==> config.mk <==
export PLATFORM = sky130hd
export DESIGN_NAME = ivp_top
export DESIGN_NICKNAME = d
export VERILOG_FILES = /design/src/rtl/ivp_pkg.sv /design/src/rtl/ivp_pick_if.sv /design/src/rtl/ivp_prio_pick.sv /design/src/rtl/ivp_top.sv
export SDC_FILE = /design/constraint.sdc
export NUM_CORES = 1
export LEC_CHECK = 0
export BUFFER_PORTS_ARGS = -buffer_cell sky130_fd_sc_hd__buf_2
export CORE_ASPECT_RATIO = 1.1
export CORE_MARGIN = 4
export CORE_UTILIZATION = 46
export CTS_CLUSTER_DIAMETER = 80
export DETAILED_ROUTE_END_ITERATION = 10
export HOLD_SLACK_MARGIN = 0.06
export PLACE_DENSITY = 0.78
export SYNTH_ARGS = -nofsm -noshare
export SYNTH_HDL_FRONTEND = slang
export SYNTH_SLANG_ARGS = --single-unit
==> constraint.sdc <==
create_clock -name SYS_CLK -period 4.05 [get_ports SYS_CLK]
set_clock_uncertainty 0.05 [all_clocks]
set_input_delay 0.81 -clock SYS_CLK [delete_from_list [all_inputs] [get_ports SYS_CLK]]
set_output_delay 0.81 -clock SYS_CLK [all_outputs]
set_load 0.02 [all_outputs]
==> src/rtl/ivp_pkg.sv <==
package ivp_pkg;
  localparam int NVEC = 64;
  localparam int VEC_W = 6;
  localparam int NSRC = 40;
  localparam int NCAUSE = 8;
  localparam logic [5:0] VEC_RESET = 6'h00;
  localparam logic [5:0] VEC_SWI = 6'h01;
  localparam logic [5:0] VEC_PORT = 6'h16;
  localparam logic [5:0] VEC_LOW_MAX = 6'h1F;
  localparam logic [5:0] VEC_HIGH_MIN = 6'h30;
  localparam logic [5:0] VEC_HIGH_MAX = 6'h37;
  localparam logic [15:0] VEC_TOP_ADDR = 16'hFFFE;
  localparam int MASKABLE_MIN = 2;
  localparam int CCR_I_BIT = 3;
  localparam logic [2:0] PUSH_PCL = 3'h0;
  localparam logic [2:0] PUSH_PCH = 3'h1;
  localparam logic [2:0] PUSH_X = 3'h2;
  localparam logic [2:0] PUSH_A = 3'h3;
  localparam logic [2:0] PUSH_LAST = 3'h4;
  // source index to vector: 0..29 -> 2..31, 30..37 -> 48..55,
  // 38 and 39 are port B and port D, sharing the port vector with index 20
  localparam int SRC_PORT_A = 20;
  localparam int SRC_PORT_B = 38;
  localparam int SRC_PORT_D = 39;
  localparam int SRC_LOW_CNT = 30;
  localparam int SRC_HIGH_END = 38;
  localparam int SRC_LOW_BASE = 2;
  localparam int SRC_HIGH_BASE = 18;

  typedef enum logic [5:0] {
    ST_IDLE = 6'h01,
    ST_PUSH = 6'h02,
    ST_FETCH_HI = 6'h04,
    ST_FETCH_LO = 6'h08,
    ST_CAP_HI = 6'h10,
    ST_CAP_LO = 6'h20
  } ivp_state_type;

  function automatic logic [5:0] src_vec(input int i);
    if (i < SRC_LOW_CNT) begin
      return 6'(i + SRC_LOW_BASE);
    end else if (i < SRC_HIGH_END) begin
      return 6'(i + SRC_HIGH_BASE);
    end
    return VEC_PORT;
  endfunction

  function automatic logic vec_usable(input logic [5:0] v);
    return (v <= VEC_LOW_MAX) || (v >= VEC_HIGH_MIN && v <= VEC_HIGH_MAX);
  endfunction

  function automatic logic [15:0] vec_addr(input logic [5:0] v);
    return VEC_TOP_ADDR - {9'h000, v, 1'b0};
  endfunction
endpackage

==> src/rtl/ivp_pick_if.sv <==
`timescale 1ns/1ps
`default_nettype none
interface ivp_pick_if;
  logic [ivp_pkg::NVEC-1:0] req;
  logic any;
  logic [ivp_pkg::VEC_W-1:0] num;
  modport enc (input req, output any, output num);
  modport ctl (output req, input any, input num);
endinterface
`default_nettype wire

==> src/rtl/ivp_prio_pick.sv <==
`timescale 1ns/1ps
`default_nettype none
module ivp_prio_pick (
  ivp_pick_if.enc pk
);
  // walk downward so the smallest usable vector number wins
  always_comb begin
    pk.any = 1'b0;
    pk.num = ivp_pkg::VEC_RESET;
    for (int v = ivp_pkg::NVEC - 1; v >= 0; v--) begin
      if (pk.req[v] && ivp_pkg::vec_usable(6'(v))) begin
        pk.any = 1'b1;
        pk.num = 6'(v);
      end
    end
  end
endmodule // ivp_prio_pick
`default_nettype wire

==> src/rtl/ivp_top.sv <==
`timescale 1ns/1ps
`default_nettype none
module ivp_top (
  input wire logic SYS_CLK,
  input wire logic RST_N,
  input wire logic [ivp_pkg::NSRC-1:0] SRC_EVENT,
  input wire logic [ivp_pkg::NSRC-1:0] SRC_CLEAR,
  input wire logic [ivp_pkg::NSRC-1:0] SRC_ENABLE,
  input wire logic [ivp_pkg::NCAUSE-1:0] RESET_CAUSE,
  input wire logic SWI_REQ,
  input wire logic MASK_SET,
  input wire logic MASK_CLEAR,
  input wire logic INSTR_DONE,
  input wire logic [15:0] PC_IN,
  input wire logic [7:0] X_IN,
  input wire logic [7:0] ACC_IN,
  input wire logic [7:0] CCR_IN,
  input wire logic [15:0] SP_IN,
  input wire logic [7:0] BUS_RDATA,
  output logic [ivp_pkg::NSRC-1:0] SRC_FLAG,
  output logic I_MASK,
  output logic IRQ_PENDING,
  output logic SEQ_BUSY,
  output logic [15:0] BUS_ADDR,
  output logic [7:0] BUS_WDATA,
  output logic BUS_WR,
  output logic BUS_RD,
  output logic [15:0] NEW_PC,
  output logic PC_LOAD,
  output logic [15:0] SP_OUT,
  output logic SP_LOAD
);
  ivp_pkg::ivp_state_type state_reg, state_next;
  logic [2:0] push_cnt_reg, push_cnt_next;
  logic [15:0] sp_reg, sp_next;
  logic [5:0] vec_reg, vec_next;
  logic [7:0] hi_reg, hi_next;
  logic i_mask_reg, i_mask_next;
  logic reset_pend_reg, reset_pend_next;
  logic swi_pend_reg, swi_pend_next;
  logic [ivp_pkg::NSRC-1:0] flag_reg, flag_next;
  logic [15:0] addr_reg, addr_next;
  logic [7:0] wdata_reg, wdata_next;
  logic wr_reg, wr_next;
  logic rd_reg, rd_next;
  logic [15:0] new_pc_reg, new_pc_next;
  logic pc_load_reg, pc_load_next;
  logic sp_load_reg, sp_load_next;
  logic [ivp_pkg::NVEC-1:0] vec_req;
  logic mask_any;
  logic [7:0] ccr_stk;

  ivp_pick_if pick();
  ivp_prio_pick u_pick (
    .pk(pick.enc)
  );

  always_comb begin
    vec_req = '0;
    for (int i = 0; i < ivp_pkg::NSRC; i++) begin
      if (flag_reg[i] && SRC_ENABLE[i]) begin
        vec_req[ivp_pkg::src_vec(i)] = 1'b1;
      end
    end
    vec_req[ivp_pkg::VEC_RESET] = reset_pend_reg;
    vec_req[ivp_pkg::VEC_SWI] = swi_pend_reg;
  end
  assign pick.req = vec_req;
  assign mask_any = |vec_req[ivp_pkg::NVEC-1:ivp_pkg::MASKABLE_MIN];

  always_comb begin
    ccr_stk = CCR_IN;
    ccr_stk[ivp_pkg::CCR_I_BIT] = i_mask_reg;
  end

  always_comb begin
    state_next = state_reg;
    push_cnt_next = push_cnt_reg;
    sp_next = sp_reg;
    vec_next = vec_reg;
    hi_next = hi_reg;
    reset_pend_next = reset_pend_reg | (|RESET_CAUSE);
    swi_pend_next = swi_pend_reg | SWI_REQ;
    // a flag event in the clear cycle still lands
    flag_next = (flag_reg & ~SRC_CLEAR) | SRC_EVENT;
    i_mask_next = (i_mask_reg & ~MASK_CLEAR) | MASK_SET;
    addr_next = addr_reg;
    wdata_next = wdata_reg;
    wr_next = 1'b0;
    rd_next = 1'b0;
    new_pc_next = new_pc_reg;
    pc_load_next = 1'b0;
    sp_load_next = 1'b0;
    case (state_reg)
      ivp_pkg::ST_IDLE: begin
        if (reset_pend_reg) begin
          // reset causes do not wait for the instruction nor stack
          i_mask_next = 1'b1;
          vec_next = pick.num;
          state_next = ivp_pkg::ST_FETCH_HI;
        end else if (INSTR_DONE &&
                     (swi_pend_reg || (mask_any && !i_mask_reg))) begin
          sp_next = SP_IN;
          push_cnt_next = ivp_pkg::PUSH_PCL;
          state_next = ivp_pkg::ST_PUSH;
        end
      end
      ivp_pkg::ST_PUSH: begin
        wr_next = 1'b1;
        addr_next = sp_reg;
        case (push_cnt_reg)
          ivp_pkg::PUSH_PCL: wdata_next = PC_IN[7:0];
          ivp_pkg::PUSH_PCH: wdata_next = PC_IN[15:8];
          ivp_pkg::PUSH_X: wdata_next = X_IN;
          ivp_pkg::PUSH_A: wdata_next = ACC_IN;
          default: wdata_next = ccr_stk;
        endcase
        sp_next = sp_reg - 16'h0001;
        push_cnt_next = push_cnt_reg + 3'h1;
        if (push_cnt_reg == ivp_pkg::PUSH_LAST) begin
          i_mask_next = 1'b1;
          vec_next = pick.num;
          sp_load_next = 1'b1;
          state_next = ivp_pkg::ST_FETCH_HI;
        end
      end
      ivp_pkg::ST_FETCH_HI: begin
        rd_next = 1'b1;
        addr_next = ivp_pkg::vec_addr(vec_reg);
        state_next = ivp_pkg::ST_FETCH_LO;
      end
      ivp_pkg::ST_FETCH_LO: begin
        rd_next = 1'b1;
        addr_next = ivp_pkg::vec_addr(vec_reg) + 16'h0001;
        state_next = ivp_pkg::ST_CAP_HI;
      end
      ivp_pkg::ST_CAP_HI: begin
        hi_next = BUS_RDATA;
        state_next = ivp_pkg::ST_CAP_LO;
      end
      ivp_pkg::ST_CAP_LO: begin
        new_pc_next = {hi_reg, BUS_RDATA};
        pc_load_next = 1'b1;
        if (vec_reg == ivp_pkg::VEC_RESET) begin
          reset_pend_next = |RESET_CAUSE;
        end
        if (vec_reg == ivp_pkg::VEC_SWI) begin
          swi_pend_next = SWI_REQ;
        end
        state_next = ivp_pkg::ST_IDLE;
      end
      default: state_next = ivp_pkg::ST_IDLE;
    endcase
  end

  always_ff @(posedge SYS_CLK or negedge RST_N) begin
    if (!RST_N) begin
      // come out of reset straight into the reset vector fetch
      state_reg <= ivp_pkg::ST_FETCH_HI;
      push_cnt_reg <= ivp_pkg::PUSH_PCL;
      sp_reg <= 16'h0000;
      vec_reg <= ivp_pkg::VEC_RESET;
      hi_reg <= 8'h00;
      i_mask_reg <= 1'b1;
      reset_pend_reg <= 1'b1;
      swi_pend_reg <= 1'b0;
      flag_reg <= '0;
      addr_reg <= 16'h0000;
      wdata_reg <= 8'h00;
      wr_reg <= 1'b0;
      rd_reg <= 1'b0;
      new_pc_reg <= 16'h0000;
      pc_load_reg <= 1'b0;
      sp_load_reg <= 1'b0;
    end else begin
      state_reg <= state_next;
      push_cnt_reg <= push_cnt_next;
      sp_reg <= sp_next;
      vec_reg <= vec_next;
      hi_reg <= hi_next;
      i_mask_reg <= i_mask_next;
      reset_pend_reg <= reset_pend_next;
      swi_pend_reg <= swi_pend_next;
      flag_reg <= flag_next;
      addr_reg <= addr_next;
      wdata_reg <= wdata_next;
      wr_reg <= wr_next;
      rd_reg <= rd_next;
      new_pc_reg <= new_pc_next;
      pc_load_reg <= pc_load_next;
      sp_load_reg <= sp_load_next;
    end
  end

  assign SRC_FLAG = flag_reg;
  assign I_MASK = i_mask_reg;
  assign IRQ_PENDING = mask_any && !i_mask_reg;
  assign SEQ_BUSY = (state_reg != ivp_pkg::ST_IDLE);
  assign BUS_ADDR = addr_reg;
  assign BUS_WDATA = wdata_reg;
  assign BUS_WR = wr_reg;
  assign BUS_RD = rd_reg;
  assign NEW_PC = new_pc_reg;
  assign PC_LOAD = pc_load_reg;
  assign SP_OUT = sp_reg;
  assign SP_LOAD = sp_load_reg;
endmodule // ivp_top
`default_nettype wire

==> results.py <==
metrics = {
    "critical_path": {
        "slowest_stage": "a222oi_1",
        "crit_type": "in -> out",
        "worstPathRequired_ps": 3190,
        "crit_path_max_incr_delay_ps": 610,
        "crit_top_cell": "buf_2",
        "path_max_fanout": 5,
        "path_cells": "buf_2 > a222oi_1 > nand4_1 > nor2_4 > a31oi_2 > buf_2",
        "cp.arrival_ps": 2390,
        "cpLargestDelayFamily": "compound AO/OA/AOI/OAI gates",
        "crit_buf_inv": 2,
        "cp-end-kind": "primary output",
        "start_kind": "primary input",
    },
    "pwr": {
        "power.internal_mw": 2.90,
        "p_comb_share_pct": 23.7,
        "swShare_pct": 31.4,
        "p_clk_share_pct": 38.1,
        "power.density_nw_per_um2": 502,
        "net-switching-power_mw": 1.33,
        "p_seq_share_pct": 38.2,
        "peakVddDrop_uv": 247,
        "total_leakage_power_nw": 4.51,
    },
    "die": {
        "ios": 301,
        "start_util_pct": 47.9,
        "die_h_um": 129,
        "die_x_um": 118,
        "core_region_area_sq_um": 12800,
        "fp-row-count": 43,
        "dieArea_sq_um": 15200,
    },
    "drt": {
        "via_count": 5979,
        "wl_per_cell_um": 16.8,
        "drt-initial-drc-count": 354,
        "drtPass1Iterations": 4,
        "drt-total-wl_um": 18700,
        "vias_per_cell": 5.36,
        "drc": 0,
        "ant_nets": 0,
    },
    "sta": {
        "finalSetupViolations": 0,
        "worst_hold_slack_ps": 397,
        "period_minus_slack_ps": 3250,
        "max_slew_margin_pct": 48.2,
        "final.setup.tns_ps": 0,
        "hold_violations": 0,
        "period_share_pct": 80.4,
        "finalMaxSlewViolations": 0,
        "tightest_slew_ps": 774,
        "fmax_mhz": 307,
        "rsz0062_at_grt": "no",
    },
    "placed_design": {
        "post-place-cells": 1084,
        "place.gp.congestion": 0.798,
        "dp_hpwl_um": 14800,
        "port_buffers": 299,
    },
    "synthesis": {
        "yosysWarnings": 0,
        "synth_compound_area_share_pct": 24.6,
        "yosys.area_share.simple_pct": 17.2,
        "synthFlopType": "dfrtp_1",
        "syn_avg_cell_area_sq_um": 9.55,
        "synth_xor_area_share_pct": 0,
        "yosys.area.top_type": "dfrtp_1",
        "synth_top_area_share_pct": 50.2,
        "async_reset_ff_share_pct": 100,
        "yosysSeqAreaShare_pct": 51.5,
        "synthMuxAreaShare_pct": 0.327,
        "syn_inst": 642,
        "synth_fa_ha_area_share_pct": 1.22,
        "synth_seq_cells": 126,
        "synth_top_family_by_area": "compound AO/OA/AOI/OAI gates",
        "ys_top_cells_by_area": "dfrtp_1, nand2_1, a21o_1",
        "synth_fp_nets": 846,
        "yosysUniqueCellTypes": 65,
        "synth-edff-count": 0,
        "synth.cell_area_sq_um": 6130,
    },
    "clock_tree": {
        "clk_pin_slew_worst_paths_ps": 60,
        "htreeDepth": 4,
        "clkSinkCount": 126,
        "hold_buffers": 0,
        "postCtsResizedCells": 0,
        "post_cts_buffers": 0,
        "cts.path.max_buffers": 2,
        "cts_tree": "built",
        "root_buffer": "clkbuf_16",
        "cts_buffers": 17,
        "insertion_delay_ps": 420,
    },
    "grt": {
        "grt_pass1_wl_um": 29800,
        "grt.overflow.total": 0,
        "grt_max_degree": 83,
        "track_usage_pct": 24.6,
        "grt_pass1_vias": 5984,
        "grt_antenna_before_repair": 1,
    },
    "hold_path": {
        "hold_class": "in -> async",
    },
    "layout": {
        "finalNetCount": 1150,
        "diodes": 0,
        "largest_reg_flops": 40,
        "syn2layout_area_growth_pct": 37.3,
        "layout-drive-gt1-share_pct": 37.2,
        "fill_cells": 1110,
        "utilization_pct": 65.7,
        "fin_cells": 1116,
    },
    "run_status": {
        "status": "completed",
    },
    "job": {
        "cap_violations": 0,
    },
}
[placed cells by master (no fill, tap or decap), types with 4 or more instances in the layout]
cell / n
clkinvlp_4: 4
a32oi_1: 4
a22oi_1: 29
bufinv_16: 4
ha_1: 6
o21ai_1: 10
nor3_1: 14
o211ai_1: 5
clkbuf_16: 17
o211a_1: 8
a32o_1: 4
buf_4: 6
nand3b_1: 7
nor4_1: 8
inv_1: 59
a31oi_1: 9
buf_2: 298
nand3_1: 10
a21o_1: 42
nor2_1: 35
o21ai_0: 12
a22o_1: 7
a21oi_1: 32
nand2_1: 125
a221o_1: 7
or3_1: 9
dfrtp_1: 123
[synthesized netlist by cell type (all sizes together) (4+ instances only)]
library cell and count:
a32o 4, o211a 8, o21ai 22, nor2 36, a32oi 4, a22oi 29
buf 6, nor3 16, a21o 43, nand2 125, nand3b 7, inv 60
ha 6, clkbuf 14, nand3 10, dfrtp 123, nor4 9, a221o 7
a21oi 32, or3 9, or4 4, o211ai 6, a31oi 10, a22o 10
[layout make-up]
| class | instances | area [sq um] | area share, % |
|---|---|---|---|
| sequential | 126 | 3160 | 37.5 |
| multi-input combinational | 435 | 2660 | 31.5 |
| clock buffer | 18 | 439 | 5.22 |
| inverter | 61 | 229 | 2.72 |
| clock inverter | 14 | 191 | 2.27 |
| tap | 157 | 196 | 2.33 |
| timing repair buffer | 305 | 1550 | 18.4 |
[per-layer routing]
layer / part of all wire [%] / track usage, % / wire length, um
met4: 1.8 / 8.90 / 346
met1: 39 / 28.1 / 7220
met2: 52 / 44.2 / 9790
met5: 0.043 / 0 / 8
met3: 7.3 / 7.46 / 1380
[cell families after synthesis]
kind of cell / Yosys count
simple gates: 228
compound gates: 199
flops: 126
buf+inv: 81
fa+ha+maj: 6
mux: 2
[through the flow]
| stage | cell area, sq um | setup slack, ps | power (mW) |
|---|---|---|---|
| detailed placement | 7780 | 776 | 2.64 |
| floorplan | 6130 | 1180 | 2.20 |
| finish | 8420 | 795 | 4.22 |
| CTS | 8420 | 774 | 4.26 |
| global placement | 7780 | 784 | 2.62 |
| global route | 8420 | 679 | 4.44 |
[power groups by stage]
stage               clock [mW]  sequential [mW]  combinational [mW]
floorplan                    0             1.80               0.394
finish                    1.61             1.62                1.00
CTS                       1.63             1.61                1.01
detailed placement           0             1.64                1.01
global route              1.70             1.64                1.10
global placement             0             1.63               0.991
[path summary, 6_finish.rpt]
check                                         start  slack, ps                     end  cells after the start
setup reg to reg           state_reg[3]$_DFFE_PN0P_       1450  SP_OUT[15]$_DFFE_PN0P_                      7
max in group asynchronous                     RST_N       2750  SRC_FLAG[14]$_DFF_PN0_                      2
hold reg to reg               NEW_PC[6]$_DFFE_PN0P_        420   NEW_PC[6]$_DFFE_PN0P_                      2
setup / recovery                     SRC_ENABLE[20]        800             IRQ_PENDING                      6
min in group SYS_CLK          NEW_PC[6]$_DFFE_PN0P_        420   NEW_PC[6]$_DFFE_PN0P_                      2
hold / removal                                RST_N        400  SRC_FLAG[27]$_DFF_PN0_                      1
No activity file was read; power rests on OpenSTA's default activity.
